===== src/logic/regulator_pkg.sv =====
// Constants shared by the load-adaptive current regulator and its load filter.
// Assumes one 125 MHz clock and a register port with one-cycle strobes.
// Operation
// - Without filtering, a new load value arrives once per motor full step.
// - With filtering on, four successive measurements are averaged into one value.
// - Stall flag output is high while the load value reads zero.
// - Lower threshold is field times 32; a value below it raises current.
// - Upper threshold is (lower plus band plus one) times 32; at/above counts down.
// - Increment step codes 0 to 3 add 1, 2, 4 or 8.
// - Decrement rate codes 0 to 3 need 32, 8, 2 or 1 samples.
// - Both coil values are scaled by (actual current scale plus one) over 32.
// - Lower limit is a quarter of the setting when flagged, else a half.
// - Actual current scale is readable, five bits, biased by one.
// - Actual scale never exceeds the setting nor falls below the chosen minimum.
// - Load value is a ten bit unsigned number; zero means highest load.
// - Stall threshold offset is seven bit signed, handed to the measurement front end.
// - Filtering delivers one load value per four full steps.
package regulator_pkg;
    localparam int unsigned ADDR_W = 5;
    localparam int unsigned DATA_W = 32;
    localparam int unsigned LOAD_W = 10;
    localparam int unsigned SCALE_W = 5;
    localparam int unsigned COIL_W = 8;
    localparam int unsigned OFFSET_W = 7;
    localparam int unsigned THR_W = 11;
    localparam int unsigned CNT_W = 6;
    localparam int unsigned IRQ_W = 4;

    // Register byte addresses
    localparam logic [4:0] ADDR_CONFIG = 5'h00;
    localparam logic [4:0] ADDR_REGULATE = 5'h04;
    localparam logic [4:0] ADDR_STATUS = 5'h08;
    localparam logic [4:0] ADDR_IRQ_STATUS = 5'h0c;
    localparam logic [4:0] ADDR_IRQ_MASK = 5'h10;

    // Field positions
    localparam int unsigned CFG_SCALE_LSB = 0;
    localparam int unsigned CFG_QUARTER_BIT = 5;
    localparam int unsigned CFG_FILTER_BIT = 6;
    localparam int unsigned CFG_OFFSET_LSB = 8;
    localparam int unsigned REG_LOWER_LSB = 0;
    localparam int unsigned REG_BAND_LSB = 4;
    localparam int unsigned REG_STEP_LSB = 8;
    localparam int unsigned REG_RATE_LSB = 10;
    localparam int unsigned ST_LOAD_LSB = 0;
    localparam int unsigned ST_SCALE_LSB = 16;
    localparam int unsigned ST_STALL_BIT = 24;

    // Interrupt status bits
    localparam int unsigned IRQ_LOAD = 0;
    localparam int unsigned IRQ_STALL = 1;
    localparam int unsigned IRQ_INC = 2;
    localparam int unsigned IRQ_DEC = 3;

    // Arithmetic constants
    localparam int unsigned THRESH_SHIFT = 5;
    localparam int unsigned SCALE_SHIFT = 5;
    localparam int unsigned MIN_SHIFT_QUARTER = 2;
    localparam int unsigned MIN_SHIFT_HALF = 1;
    localparam int unsigned FILTER_SHIFT = 2;
    localparam logic [1:0] FILTER_LAST = 2'h3;
    localparam logic [5:0] DEC_COUNT_0 = 6'h20;
    localparam logic [5:0] DEC_COUNT_1 = 6'h08;
    localparam logic [5:0] DEC_COUNT_2 = 6'h02;
    localparam logic [5:0] DEC_COUNT_3 = 6'h01;

    // Reset values
    localparam logic [4:0] SCALE_RESET = 5'h1f;
    localparam logic [9:0] LOAD_RESET = 10'h3ff;
    localparam logic [3:0] LOWER_RESET = 4'h0;
    localparam logic [3:0] BAND_RESET = 4'h0;
    localparam logic [6:0] OFFSET_RESET = 7'h00;
endpackage : regulator_pkg


===== src/logic/load_link_if.sv =====
// Load sample path between the regulator and its four-sample filter.
// Assumes both ends share one clock.
`timescale 1ns/1ps
`default_nettype none
interface load_link_if;
    logic sample_valid;
    logic [9:0] sample;
    logic enable;
    logic value_valid;
    logic [9:0] value;
    modport filter (input sample_valid, input sample, input enable, output value_valid, output value);
    modport user (output sample_valid, output sample, output enable, input value_valid, input value);
endinterface : load_link_if
`default_nettype wire


===== src/logic/load_filter.sv =====
// Optional averaging of four load measurements into one value.
// Assumes one raw sample pulse per full step from the front end.
`timescale 1ns/1ps
`default_nettype none
module load_filter
    import regulator_pkg::*;
(
    input wire logic clock,
    input wire logic reset,
    load_link_if.filter link
);
    typedef struct packed {
        logic [1:0] cnt;
        logic [11:0] acc;
        logic [9:0] value;
        logic valid;
    } filt_state_s;

    filt_state_s q;
    filt_state_s d;
    logic [11:0] sum;

    // Accumulate, emit on the fourth sample or pass straight through
    always_comb begin
        d = q;
        d.valid = 1'b0;
        sum = q.acc + {2'h0, link.sample};
        if (link.sample_valid) begin
            if (!link.enable) begin
                d.value = link.sample;
                d.valid = 1'b1;
                d.cnt = 2'h0;
                d.acc = 12'h000;
            end else if (q.cnt == FILTER_LAST) begin
                d.value = sum[FILTER_SHIFT +: LOAD_W];
                d.valid = 1'b1;
                d.cnt = 2'h0;
                d.acc = 12'h000;
            end else begin
                d.acc = sum;
                d.cnt = q.cnt + 2'h1;
            end
        end
    end

    always_ff @(posedge clock or posedge reset) begin
        if (reset) begin
            q <= '0;
        end else begin
            q <= d;
        end
    end

    assign link.value = q.value;
    assign link.value_valid = q.valid;
endmodule : load_filter
`default_nettype wire


===== src/logic/current_regulator.sv =====
// Load-adaptive coil current regulator with register port and interrupt.
// Assumes raw load measurements from an analog front end, one pulse per full step,
// and coil magnitudes from a sine table or serial interface, all synchronous to clock.
`timescale 1ns/1ps
`default_nettype none
module current_regulator
    import regulator_pkg::*;
(
    input wire logic clock,
    input wire logic reset,
    input wire logic [4:0] addr,
    input wire logic [31:0] wdata,
    input wire logic wr_en,
    input wire logic rd_en,
    output logic [31:0] rdata,
    input wire logic [9:0] raw_load,
    input wire logic raw_load_valid,
    input wire logic [7:0] coil_a_in,
    input wire logic [7:0] coil_b_in,
    output logic [7:0] coil_a_out,
    output logic [7:0] coil_b_out,
    output logic [6:0] stall_threshold_offset,
    output logic stall_flag_output,
    output logic [4:0] actual_current_scale,
    output logic irq
);
    typedef struct packed {
        logic [4:0] coil_scale_setting;
        logic min_current_quarter_flag;
        logic load_filter_enable;
        logic [6:0] offset;
        logic [3:0] lower_load_threshold;
        logic [3:0] upper_band_width;
        logic [1:0] current_increment_step;
        logic [1:0] current_decrement_rate;
        logic [9:0] load_value;
        logic [4:0] scale;
        logic [5:0] dec_cnt;
        logic [3:0] irq_stat;
        logic [3:0] irq_mask;
        logic [31:0] rdata;
        logic [7:0] coil_a;
        logic [7:0] coil_b;
    } reg_state_s;

    reg_state_s q;
    reg_state_s d;

    load_link_if link ();

    load_filter u_filter (
        .clock(clock),
        .reset(reset),
        .link(link.filter)
    );

    // Raw samples enter the filter; the enable comes from software
    assign link.sample_valid = raw_load_valid;
    assign link.sample = raw_load;
    assign link.enable = q.load_filter_enable;

    logic [10:0] lower_thr;
    logic [10:0] upper_thr;
    logic [5:0] upper_sum;
    logic [5:0] step;
    logic [5:0] dec_target;
    logic [5:0] dec_next;
    logic [5:0] inc_sum;
    logic [4:0] scale_min;
    logic [4:0] scale_new;
    logic below;
    logic above;
    logic [3:0] events;
    logic [13:0] prod_a;
    logic [13:0] prod_b;
    logic [5:0] factor;

    // Thresholds from the configured fields, scaled by 32
    always_comb begin
        lower_thr = {2'h0, q.lower_load_threshold, {THRESH_SHIFT{1'b0}}};
        upper_sum = 6'(q.lower_load_threshold) + 6'(q.upper_band_width) + 6'h01;
        upper_thr = {upper_sum, {THRESH_SHIFT{1'b0}}};
        below = {1'b0, link.value} < lower_thr;
        above = {1'b0, link.value} >= upper_thr;
    end

    // Step width and decrement sample count from their codes
    always_comb begin
        step = 6'h01 << q.current_increment_step;
        case (q.current_decrement_rate)
            2'h0: dec_target = DEC_COUNT_0;
            2'h1: dec_target = DEC_COUNT_1;
            2'h2: dec_target = DEC_COUNT_2;
            2'h3: dec_target = DEC_COUNT_3;
            default: dec_target = DEC_COUNT_0;
        endcase
    end

    // Coil scaling uses the biased factor, so an actual scale of 31 passes full value
    always_comb begin
        factor = {1'b0, q.scale} + 6'h01;
        prod_a = 14'(coil_a_in) * 14'(factor);
        prod_b = 14'(coil_b_in) * 14'(factor);
    end

    // Register writes, regulation and interrupt status in one next-state process
    always_comb begin
        d = q;
        events = 4'h0;
        dec_next = q.dec_cnt + 6'h01;
        inc_sum = 6'h00;
        scale_new = q.scale;
        scale_min = 5'h00;

        // Software writes
        if (wr_en) begin
            case (addr)
                ADDR_CONFIG: begin
                    d.coil_scale_setting = wdata[CFG_SCALE_LSB +: SCALE_W];
                    d.min_current_quarter_flag = wdata[CFG_QUARTER_BIT];
                    d.load_filter_enable = wdata[CFG_FILTER_BIT];
                    d.offset = wdata[CFG_OFFSET_LSB +: OFFSET_W];
                end
                ADDR_REGULATE: begin
                    d.lower_load_threshold = wdata[REG_LOWER_LSB +: 4];
                    d.upper_band_width = wdata[REG_BAND_LSB +: 4];
                    d.current_increment_step = wdata[REG_STEP_LSB +: 2];
                    d.current_decrement_rate = wdata[REG_RATE_LSB +: 2];
                end
                ADDR_IRQ_MASK: begin
                    d.irq_mask = wdata[IRQ_W-1:0];
                end
                default: begin
                end
            endcase
        end

        // Only a fresh load value runs the increment and decrement steps
        if (link.value_valid) begin
            d.load_value = link.value;
            events[IRQ_LOAD] = 1'b1;
            if (link.value == '0 && q.load_value != '0) begin
                events[IRQ_STALL] = 1'b1;
            end
            if (below) begin
                inc_sum = {1'b0, q.scale} + step;
                scale_new = (inc_sum > {1'b0, d.coil_scale_setting}) ? d.coil_scale_setting : inc_sum[4:0];
                d.dec_cnt = 6'h00;
                events[IRQ_INC] = scale_new != q.scale;
            end else if (above) begin
                if (dec_next >= dec_target) begin
                    scale_new = (q.scale == 5'h00) ? 5'h00 : q.scale - 5'h01;
                    d.dec_cnt = 6'h00;
                    events[IRQ_DEC] = 1'b1;
                end else begin
                    d.dec_cnt = dec_next;
                end
            end
        end

        // Clamp against the new setting so a write takes effect at once
        scale_min = d.min_current_quarter_flag ? (d.coil_scale_setting >> MIN_SHIFT_QUARTER)
                                               : (d.coil_scale_setting >> MIN_SHIFT_HALF);
        if (scale_new > d.coil_scale_setting) begin
            scale_new = d.coil_scale_setting;
        end
        if (scale_new < scale_min) begin
            scale_new = scale_min;
        end
        d.scale = scale_new;

        // Read data, one cycle after the strobe; unmapped reads answer zero
        d.rdata = '0;
        if (rd_en) begin
            case (addr)
                ADDR_CONFIG: begin
                    d.rdata[CFG_SCALE_LSB +: SCALE_W] = q.coil_scale_setting;
                    d.rdata[CFG_QUARTER_BIT] = q.min_current_quarter_flag;
                    d.rdata[CFG_FILTER_BIT] = q.load_filter_enable;
                    d.rdata[CFG_OFFSET_LSB +: OFFSET_W] = q.offset;
                end
                ADDR_REGULATE: begin
                    d.rdata[REG_LOWER_LSB +: 4] = q.lower_load_threshold;
                    d.rdata[REG_BAND_LSB +: 4] = q.upper_band_width;
                    d.rdata[REG_STEP_LSB +: 2] = q.current_increment_step;
                    d.rdata[REG_RATE_LSB +: 2] = q.current_decrement_rate;
                end
                ADDR_STATUS: begin
                    d.rdata[ST_LOAD_LSB +: LOAD_W] = q.load_value;
                    d.rdata[ST_SCALE_LSB +: SCALE_W] = q.scale;
                    d.rdata[ST_STALL_BIT] = stall_flag_output;
                end
                ADDR_IRQ_STATUS: begin
                    d.rdata[IRQ_W-1:0] = q.irq_stat;
                end
                ADDR_IRQ_MASK: begin
                    d.rdata[IRQ_W-1:0] = q.irq_mask;
                end
                default: begin
                end
            endcase
        end

        // Read clears the status, but an event in the same cycle survives
        if (rd_en && addr == ADDR_IRQ_STATUS) begin
            d.irq_stat = events;
        end else begin
            d.irq_stat = q.irq_stat | events;
        end

        // Registered coil values keep the outputs glitch free
        d.coil_a = prod_a[SCALE_SHIFT +: COIL_W];
        d.coil_b = prod_b[SCALE_SHIFT +: COIL_W];
    end

    always_ff @(posedge clock or posedge reset) begin
        if (reset) begin
            q <= '0;
            q.coil_scale_setting <= SCALE_RESET;
            q.offset <= OFFSET_RESET;
            q.lower_load_threshold <= LOWER_RESET;
            q.upper_band_width <= BAND_RESET;
            q.load_value <= LOAD_RESET;
            q.scale <= SCALE_RESET;
        end else begin
            q <= d;
        end
    end

    // Outputs
    assign rdata = q.rdata;
    assign coil_a_out = q.coil_a;
    assign coil_b_out = q.coil_b;
    assign stall_threshold_offset = q.offset;
    assign stall_flag_output = q.load_value == '0;
    assign actual_current_scale = q.scale;
    assign irq = |(q.irq_stat & q.irq_mask);
endmodule : current_regulator
`default_nettype wire


===== config.mk =====
export PLATFORM = sky130hd
export DESIGN_NAME = current_regulator
export DESIGN_NICKNAME = d
export VERILOG_FILES = /design/src/logic/regulator_pkg.sv /design/src/logic/load_link_if.sv /design/src/logic/load_filter.sv /design/src/logic/current_regulator.sv
export SDC_FILE = /design/constraint.sdc
export NUM_CORES = 1
export LEC_CHECK = 0
export BUFFER_PORTS_ARGS = -buffer_cell sky130_fd_sc_hd__buf_2
export CELL_PAD_IN_SITES_DETAIL_PLACEMENT = 1
export CELL_PAD_IN_SITES_GLOBAL_PLACEMENT = 1
export CORE_MARGIN = 10
export CORE_UTILIZATION = 33
export DETAILED_ROUTE_END_ITERATION = 10
export GPL_ROUTABILITY_DRIVEN = 0
export PLACE_DENSITY = 0.65
export SLEW_MARGIN = 20
export SYNTH_ARGS = -nofsm -noshare
export SYNTH_HDL_FRONTEND = slang
export SYNTH_SLANG_ARGS = --single-unit

===== constraint.sdc =====
create_clock -name clock -period 4.99 [get_ports clock]
set_input_delay 0.998 -clock clock [delete_from_list [all_inputs] [get_ports clock]]
set_output_delay 0.998 -clock clock [all_outputs]
set_load 0.05 [all_outputs]

; After elaboration in Yosys (flattened, before gate mapping)
; Cells that the tools add are included.
[word_totals]
regBits = 117
in_bits = 68
output_inout_bits = 62
wordCells = 102
[op_classes]
addsub = 8
n_mul = 2
order_cmp = 6
eq_ne = 10
shifts = 1
n_mux = 38
n_bitwise = 2
reduce_logical = 15
[ops]
columns = cell, count
row1 = 2-to-1 mux 5 bit, 10
row2 = 2-to-1 mux 14 bit, 2
row3 = multiplier 8 x 6 -> 13 bit, 2
row4 = 2-to-1 mux 26 bit, 1
row5 = 2-to-1 mux 25 bit, 1
row6 = one-hot mux 6 bit (4 select lines), 1
row7 = zero test 10 bit, 2
row8 = one-hot mux 4 bit (5 select lines), 1
row9 = 2-to-1 mux 6 bit, 3
row10 = 2-to-1 mux 15 bit, 1
row11 = adder 12 x 10 -> 12 bit, 1
row12 = adder 5 x 1 -> 6 bit (second input constant), 2
row13 = 2-to-1 mux 12 bit, 1
row14 = 2-to-1 mux 4 bit, 3
row15 = >= comparator 10 x 11 -> 1 bit, 1
row16 = 2-to-1 mux 11 bit, 1
row17 = equality test 5 x 4 -> 1 bit (second input constant), 2
row18 = zero test 5 bit, 2
row19 = < comparator 10 x 9 -> 1 bit, 1
row20 = AND reduction 2 bit, 5
row21 = nonzero test 10 bit, 1
row22 = one-hot mux 3 bit (3 select lines), 1
row23 = 2-to-1 mux 1 bit, 8
row24 = adder 5 x 6 -> 6 bit, 1
row25 = other kinds (25), 28

; Logic depth before layout (Yosys ltp)
; Gate-level depths: netlist of run 1.
[logic_depth]
ltp_word = 11
mapped_depth = 29

; Cells and area by module
; A second synthesis of run 1 with hierarchy kept.
[unflattened]
cells_unflattened = 992
hier_area_um2 = 9511.6
[by_module_without_submodules]
columns = mod, instances, cells_per_inst, area_per_inst_um2
row1 = current_regulator, 1, 834, 7951.4
row2 = load_filter, 1, 158, 1560.2

; Least setup slack after synthesis of run 1
; No wires, ideal clock.
[synth_path]
path_kind = input-to-reg
from = in addr[4]
to = reg q, in the netlist actual_current_scale[3]
t_arrival_ps = 5970
required_ps = 4908
setup_slack_ps = -1062
path_stages = 24
cell_sequence = nor3_4 > nand3_4 > buf_2 > mux2_2 > inv_1 > ha_1 > o21ai_0 > o21ai_0 > a22oi_2 > mux2i_1 > a21oi_1 > a22oi_1 > inv_1 > ha_1 > o21ai_0 > a21oi_1 > o31ai_1 > clkbuf_1 > o21ai_0 > a41o_1 > ha_1 > and3_1 > a2111oi_4 > mux2_2
[synth_rtl]
columns = item, line
row1 = "start, declared", current_regulator.sv:11  ; input wire logic [4:0] addr,
row2 = "end, declared", current_regulator.sv:46  ; reg_state_s q;

==> results by group, run 1 <==
GRT
  • Congestion Overflow GR: 0
  • Initial antenna violation count: 2
  • Global Route Usage Sum: between 10% and 20%
  • Pin count of the biggest net entering global routing: roughly 120
  • Vias in the first global route: 8283
  • First-pass GRT wire length: ~45000 um

Hold path
  • Worst hold start: u_filter.q[23]
  • Hold Crit Endpoint: u_filter.q[23]
  • Hold crit path type: flop to flop
  • WHS Path Cells: 1

CTS
  • CTS Buf Count: 17
  • Clk pin slew, worst setup/hold paths: approximately 0.07 ns
  • # H-tree levels: 4
  • Hold_buf cts: 0
  • Clock root cell: clkbuf_16
  • TritonCTS clock tree: built
  • Sink Count: about 120
  • Clk_lat worst skew: 0.43 ns
  • Clock Path Buffers: 2

Cells and area
  • Layout Nets: ~1300
  • # fillers: 3193
  • Antenna cells: 0
  • Register area: just under 3000 um2
  • Most common cell after layout, fill and taps aside: buf_4
  • P&R area growth vs syn: 25.41%
  • Area occupied by multi-input gates: approximately 5800 um2
  • Final Core Density: 41.94%
  • Share of layout cells above drive strength 1: between 30% and 40%
  • Most frequent cells in the layout: 114 x buf_4, 100 x buf_2, 97 x dfrtp_1

Timing
  • Fin. max-slew vios: 0
  • Relative slew margins: 29.38%
  • Tmin final: 5.516 ns
  • Clk_skew: ~0.017 ns
  • Setup tns final: -2.021 ns
  • Final hold violations: 0
  • Final WS setup: -0.5260 ns
  • Finish-stage setup viols: 4
  • RSZ-0062 raised after global routing: true
  • Crit share post-route: 110.5%
  • Worst slew pin tran: roughly 1.1 ns
  • Final hold slack: roughly 0.48 ns
  • Maximum clock frequency: ~0.18 GHz

Pwr
  • Logic pwr share: about 67%
  • Max rail drop VDD: 0.3341 mV
  • Int Power: roughly 0.0045 W
  • Power per standard cell area: around 690 nW/um2
  • Switching Power: between 0.003 and 0.004 W
  • Seq pwr share: between 10% and 20%
  • Clock group share of total power: between 15 and 20%
  • P_leak: between 5 and 6 nW
  • Sw Share: about 44%

Drt
  • Total Wirelength: 27100 um
  • Starting DRC count in detailed routing: roughly 370
  • DRC violations left: 0
  • Vias: ~7400
  • DR pass1 iterations: 4
  • Routed Antenna Nets: 0
  • Vias per cell: between 4 and 5
  • Routed WL per cell: roughly 18 um

Setup path
  • CP max FO: 6
  • Worst reg2reg setup slack: -0.52 ns
  • FF-to-FF Start: q[79]
  • Arrival time worst endpoint: between 5 and 6 ns
  • Worst Reg-to-Reg Cells: 29
  • Critical path required time: approximately 5.3 ns
  • CP delay by family, top: compound AO/OA/AOI/OAI gates
  • Critical Path Max Stage Delay: between 0.3 and 0.4 ns
  • Startpoint Class: input port
  • Critical R2R Capture: actual_current_scale[1]
  • Setup crit end kind: flop
  • Critical Path Slowest Stage Cell: mux2_4
  • Worst path bufs/invs: 8
  • WS Path Type: input port to flop
  • Most used cell, CP: buf_6

Floorplanning
  • Initial Utilization: around a third
  • Die area: roughly 35000 um2
  • Die width: around 190 um
  • Core Region: around 28000 um2
  • # IOs: 130
  • FP Rows: just over 60
  • Die extent in y: 188.0 um

Logic synthesis
  • Share of the yosys chip area belonging to registers: a little under a third
  • Leading area contributor after synthesis: dfrtp_1
  • Async S/R FF share, synth: between 90% and 100%
  • Post-synth top area share: 26.05%
  • Largest cells by area after synthesis: dfrtp_1 26%, ha_1 11%, fa_1 11%, dfstp_2 5.6%, buf_4 4.8%
  • Synth Warn #: 0
  • Cell Area, Synth: around 9300 um2
  • Post-synth cell types: 62
  • Post-synthesis cell count: slightly below 1000
  • Post-synth EDFFs: 0
  • Avg Cell Area, Syn: 9.546 um2
  • Top FF cell, synth: dfrtp_1
  • #FFs+latches synth: 117

Place
  • DP HPWL: around 20000 um
  • Pre-CTS WS: -1.135 ns
  • IO Port Bufs: about 100

Run
  • Maxcap violations: 0

Outcome
  • Failing checks: negative setup slack
  • Status: finished, violations left
## routing by layer
metal | vias up | GRT usage (%) | wire length (um) | part of all wire (%)
met5 | - | 0 | 34 | 0.13
met3 | 25 | 3.247 | 1212 | 4.5
met1 | 3733 | 19.40 | 12150 | 45
met4 | 4 | 4.800 | 427 | 1.6
met2 | 146 | 26.12 | 13270 | 49
li1 | 3534 | - | - | -
## layout make-up
| cell class | instances | share of cell area [%] |
|---|---|---|
| clock buffer | 17 | 3.641 |
| clock inverter | 15 | 1.381 |
| sequential | 117 | 25.27 |
| tap | 378 | 4.048 |
| timing repair buffer | 224 | 12.75 |
| inverter | 101 | 3.288 |
| multi-input combinational | 680 | 49.61 |
## cells in the mapped netlist, drive strengths merged, types with 15 or more instances
cell,number
inv,101
dfrtp,97
nand2,92
ha,83
buf,64
nor2,60
fa,49
mux2,42
and2,40
o21ai,37
a21oi,32
xnor2,29
clkbuf,24
dfstp,20
nor3,19
mux2i,18
nor2b,17
o22ai,17
nand3,16
and3,15
## cells by family (layout without fill, tap and decap cells)
kind of cell,Yosys count,in the layout,share of synthesized area [%]
other cells,1,11,0.04025
mux,60,60,7.091
compound gates,154,154,10.82
buf+inv,189,357,10.06
xor+xnor,42,42,3.948
fa+ha+maj,132,132,21.68
simple gates,281,281,14.67
flops,117,117,31.69
## sequential cells by signal, summed over array words and instances, names as in the netlist
name                       count
coil_b_out                     8
q                             38
actual_current_scale           5
u_filter.link.value_valid      1
coil_a_out                     8
link.enable                    1
u_filter.q                    14
stall_threshold_offset         7
rdata                         21
u_filter.link.value           10
lower_thr                      4
## through the flow
stage                     total power [W]  std cells  cell area (um2)
after floorplan                  0.004611        986             9403
after detailed placement         0.006057       1473            10550
after global routing             0.008734       1532            11680
after global placement           0.005893       1473            10550
final                            0.008010       1532            11680
after CTS                        0.007815       1521            11490
## power groups by stage
stage	Combinational (W)	Sequential [W]	Clock [W]
2_1_floorplan	0.00325	0.00136	0
3_3_place_gp	0.00448	0.00141	0
3_5_place_dp	0.00464	0.00141	0
4_1_cts	0.00513	0.00141	0.00127
5_1_grt	0.00597	0.00143	0.00133
6_report	0.00536	0.00141	0.00124
## repair_timing
item / 4_1_cts / 5_1_grt
gates resized for setup: 53 / 25
setup buffers: 15 / 11
setup endpoints to repair: 7 / 10
pin swaps: 33 / 24
gates cloned: 1 / 0
endpoints found under the hold margin: 0 / 0
## worst max-delay path by stage
stage / start / endpoint / slack [ns] / depth (start not counted)
after floorplan: addr[0] / actual_current_scale[0] / -0.73 / 25
after CTS: lower_thr[5] / actual_current_scale[1] / -0.53 / 29
after global placement: addr[0] / actual_current_scale[0] / -0.90 / 24
final: addr[4] / actual_current_scale[1] / -0.53 / 29
after detailed placement: addr[0] / actual_current_scale[1] / -1.13 / 24
after global routing: q[79] / actual_current_scale[1] / -0.77 / 29
No activity file was read; power rests on OpenSTA's default activity.
==> run 2: changes to the inputs <==
--- a/config.mk
+++ b/config.mk
@@ -13,6 +13,7 @@
 export DETAILED_ROUTE_END_ITERATION = 10
 export GPL_ROUTABILITY_DRIVEN = 0
 export PLACE_DENSITY = 0.65
+export SETUP_SLACK_MARGIN = 0.15
 export SLEW_MARGIN = 20
 export SYNTH_ARGS = -nofsm -noshare
 export SYNTH_HDL_FRONTEND = slang
==> run 2 against run 1 <==
Compared with the run above:
- the run still ends with negative setup slack left
- die area is the same
- utilization is 0.85 points higher
- largest cell class unchanged
- first-iteration DRC count up 0.54%
- wire length up 2.3%
- sequential cell count unchanged
- critical path depth is the same
==> results by group, run 2 (synthesized netlist as in run 1, its figures left out) <==
Outcome
  • Status: finished, violations left
  • Failing checks: negative setup slack

Floorplanning
  • Core Region: roughly 28000 um2
  • Die area: 35350 um2
  • # IOs: 130
  • FP Rows: 61
  • Initial Utilization: between 30% and 40%
  • Die width: 188.0 um
  • Die extent in y: ~190 um

GRT
  • Global Route Usage Sum: about 16%
  • Congestion Overflow GR: 0
  • Vias in the first global route: between 8000 and 9000
  • Initial antenna violation count: 2
  • First-pass GRT wire length: 44880 um
  • Pin count of the biggest net entering global routing: about 120

Setup path
  • Arrival time worst endpoint: roughly 5.9 ns
  • Critical path required time: ~5.3 ns
  • Critical R2R Capture: actual_current_scale[1]
  • Critical Path Slowest Stage Cell: dfrtp_1
  • WS Path Type: flop to flop
  • Startpoint Class: flop
  • Worst reg2reg setup slack: -0.57 ns
  • FF-to-FF Start: q[79]
  • Setup crit end kind: flop
  • Worst Reg-to-Reg Cells: 29
  • Critical Path Max Stage Delay: 0.40 ns
  • CP max FO: 6

Drt
  • Routed Antenna Nets: 0
  • Routed WL per cell: between 15 and 20 um
  • DR pass1 iterations: 4
  • Vias: 7549
  • Total Wirelength: around 28000 um
  • DRC violations left: 0
  • Starting DRC count in detailed routing: 373
  • Vias per cell: about 4.9

Timing
  • Clk_skew: 0.01621 ns
  • Fin. max-slew vios: 0
  • Final hold violations: 0
  • Final WS setup: -0.5750 ns
  • Worst slew pin tran: about 1.1 ns
  • RSZ-0062 raised after global routing: true
  • Maximum clock frequency: 0.1797 GHz
  • Setup tns final: -2.203 ns
  • Tmin final: ~5.6 ns
  • Relative slew margins: between 20 and 30%
  • Finish-stage setup viols: 4
  • Crit share post-route: 111.5%

Place
  • DP HPWL: between 15000 and 20000 um
  • Pre-CTS WS: -1.135 ns
  • Cell count after placement: 1473
  • IO Port Bufs: 101
  • Post-Place Cell Area: ~11000 um2

Hold path
  • Worst hold start: u_filter.q[23]
  • Hold crit path type: flop to flop
  • Hold Crit Endpoint: u_filter.q[23]
  • WHS Path Cells: 1

Cells and area
  • Most common cell after layout, fill and taps aside: buf_4
  • # fillers: approximately 3200
  • P&R area growth vs syn: 27.95%
  • Design area: 11920 um2
  • Final Instance Count excl. Fillers: 1544
  • Layout Nets: between 1000 and 1500
  • Share of layout cells above drive strength 1: 35.42%
  • Largest reg by FF count: q
  • Flip-flop count of the largest register after layout: 38
  • Most frequent cells in the layout: 121 x buf_4, 100 x buf_2, 97 x dfrtp_1
  • Antenna cells: 0

Pwr
  • Pwr Total: roughly 0.0083 W
  • P_leak: about 6.0 nW
  • Power per standard cell area: around 700 nW/um2
  • Max rail drop VDD: roughly 0.34 mV

CTS
  • # H-tree levels: 4
  • Clock root cell: clkbuf_16
  • Clock Path Buffers: 2
  • Clk_lat worst skew: 0.44 ns
  • Clk pin slew, worst setup/hold paths: 0.07 ns
  • Hold_buf cts: 0
  • Sink Count: approximately 120
  • CTS Buf Count: 17
  • TritonCTS clock tree: built

Run
  • Maxcap violations: 0
[run 2: cell count changes in the layout (fill, tap and decap cells not counted), sizes merged]
cell,previous run,this run
buf,224,235
clkbuf,17,18
[run 2: how the worst max path moves through the flow]
| stage | startpoint | slack [ns] | end |
|---|---|---|---|
| finish | q[79] | -0.57 | actual_current_scale[1] |
| detailed placement | addr[0] | -1.13 | actual_current_scale[1] |
| CTS | lower_thr[5] | -0.53 | actual_current_scale[1] |
| global placement | addr[0] | -0.90 | actual_current_scale[0] |
| global route | q[79] | -0.80 | actual_current_scale[1] |
| floorplan | addr[0] | -0.73 | actual_current_scale[0] |
[run 2: repair_timing]
action                                  in CTS  in global routing
cloned                                       1                  1
pin swaps                                   33                 41
buffers inserted                            18                 19
gates resized for setup                     60                 45
endpoints found under the setup margin      10                 10
[run 2: metal layers]
layer | vias to the layer above | global-route usage [%] | wire, um
li1 | 3562 | - | -
met1 | 3821 | 19.35 | 12430
met2 | 133 | 26.29 | 13700
met3 | 29 | 3.247 | 1082
met4 | 4 | 4.831 | 481
met5 | - | 0 | 34
[run 2: area by class of cell]
cell class | count | area [um2] | area share [%]
Tap cell | 378 | 473.0 | 3.968
Timing Repair Buffer | 236 | 1620 | 13.59
Sequential cell | 117 | 2953 | 24.77
Multi-Input combinational cell | 680 | 5903 | 49.52
Clock buffer | 17 | 425.4 | 3.569
Clock inverter | 15 | 161.4 | 1.354
Inverter | 101 | 384.1 | 3.222
[run 2: worst max-delay path, delay by kind of cell (launching register included)]
family | cells | cell delay (ns)
mux | 2 | 0.44
compound gates | 11 | 1.77
xor+xnor | 1 | 0.14
simple gates | 5 | 0.63
buf+inv | 5 | 0.71
fa+ha+maj | 5 | 1.40
flops | 1 | 0.40
[run 2: per-stage QoR]
stage / hold WS, ns / util, %
after global placement: 0.4709 / 37.87
after floorplan: 0.4573 / -
final: 0.4834 / 42.79
after global routing: 0.5058 / 42.79
after detailed placement: 0.4798 / 37.87
after CTS: 0.4889 / 41.47
[run 2: report_power, final]
group | leakage [nW] | switching, W | total (W) | internal (W)
logic | 4.27 | 0.00294 | 0.00566 | 0.00273
registers | 1.46 | 0.000177 | 0.00141 | 0.00123
clock network | 0.284 | 0.000539 | 0.00125 | 0.000707
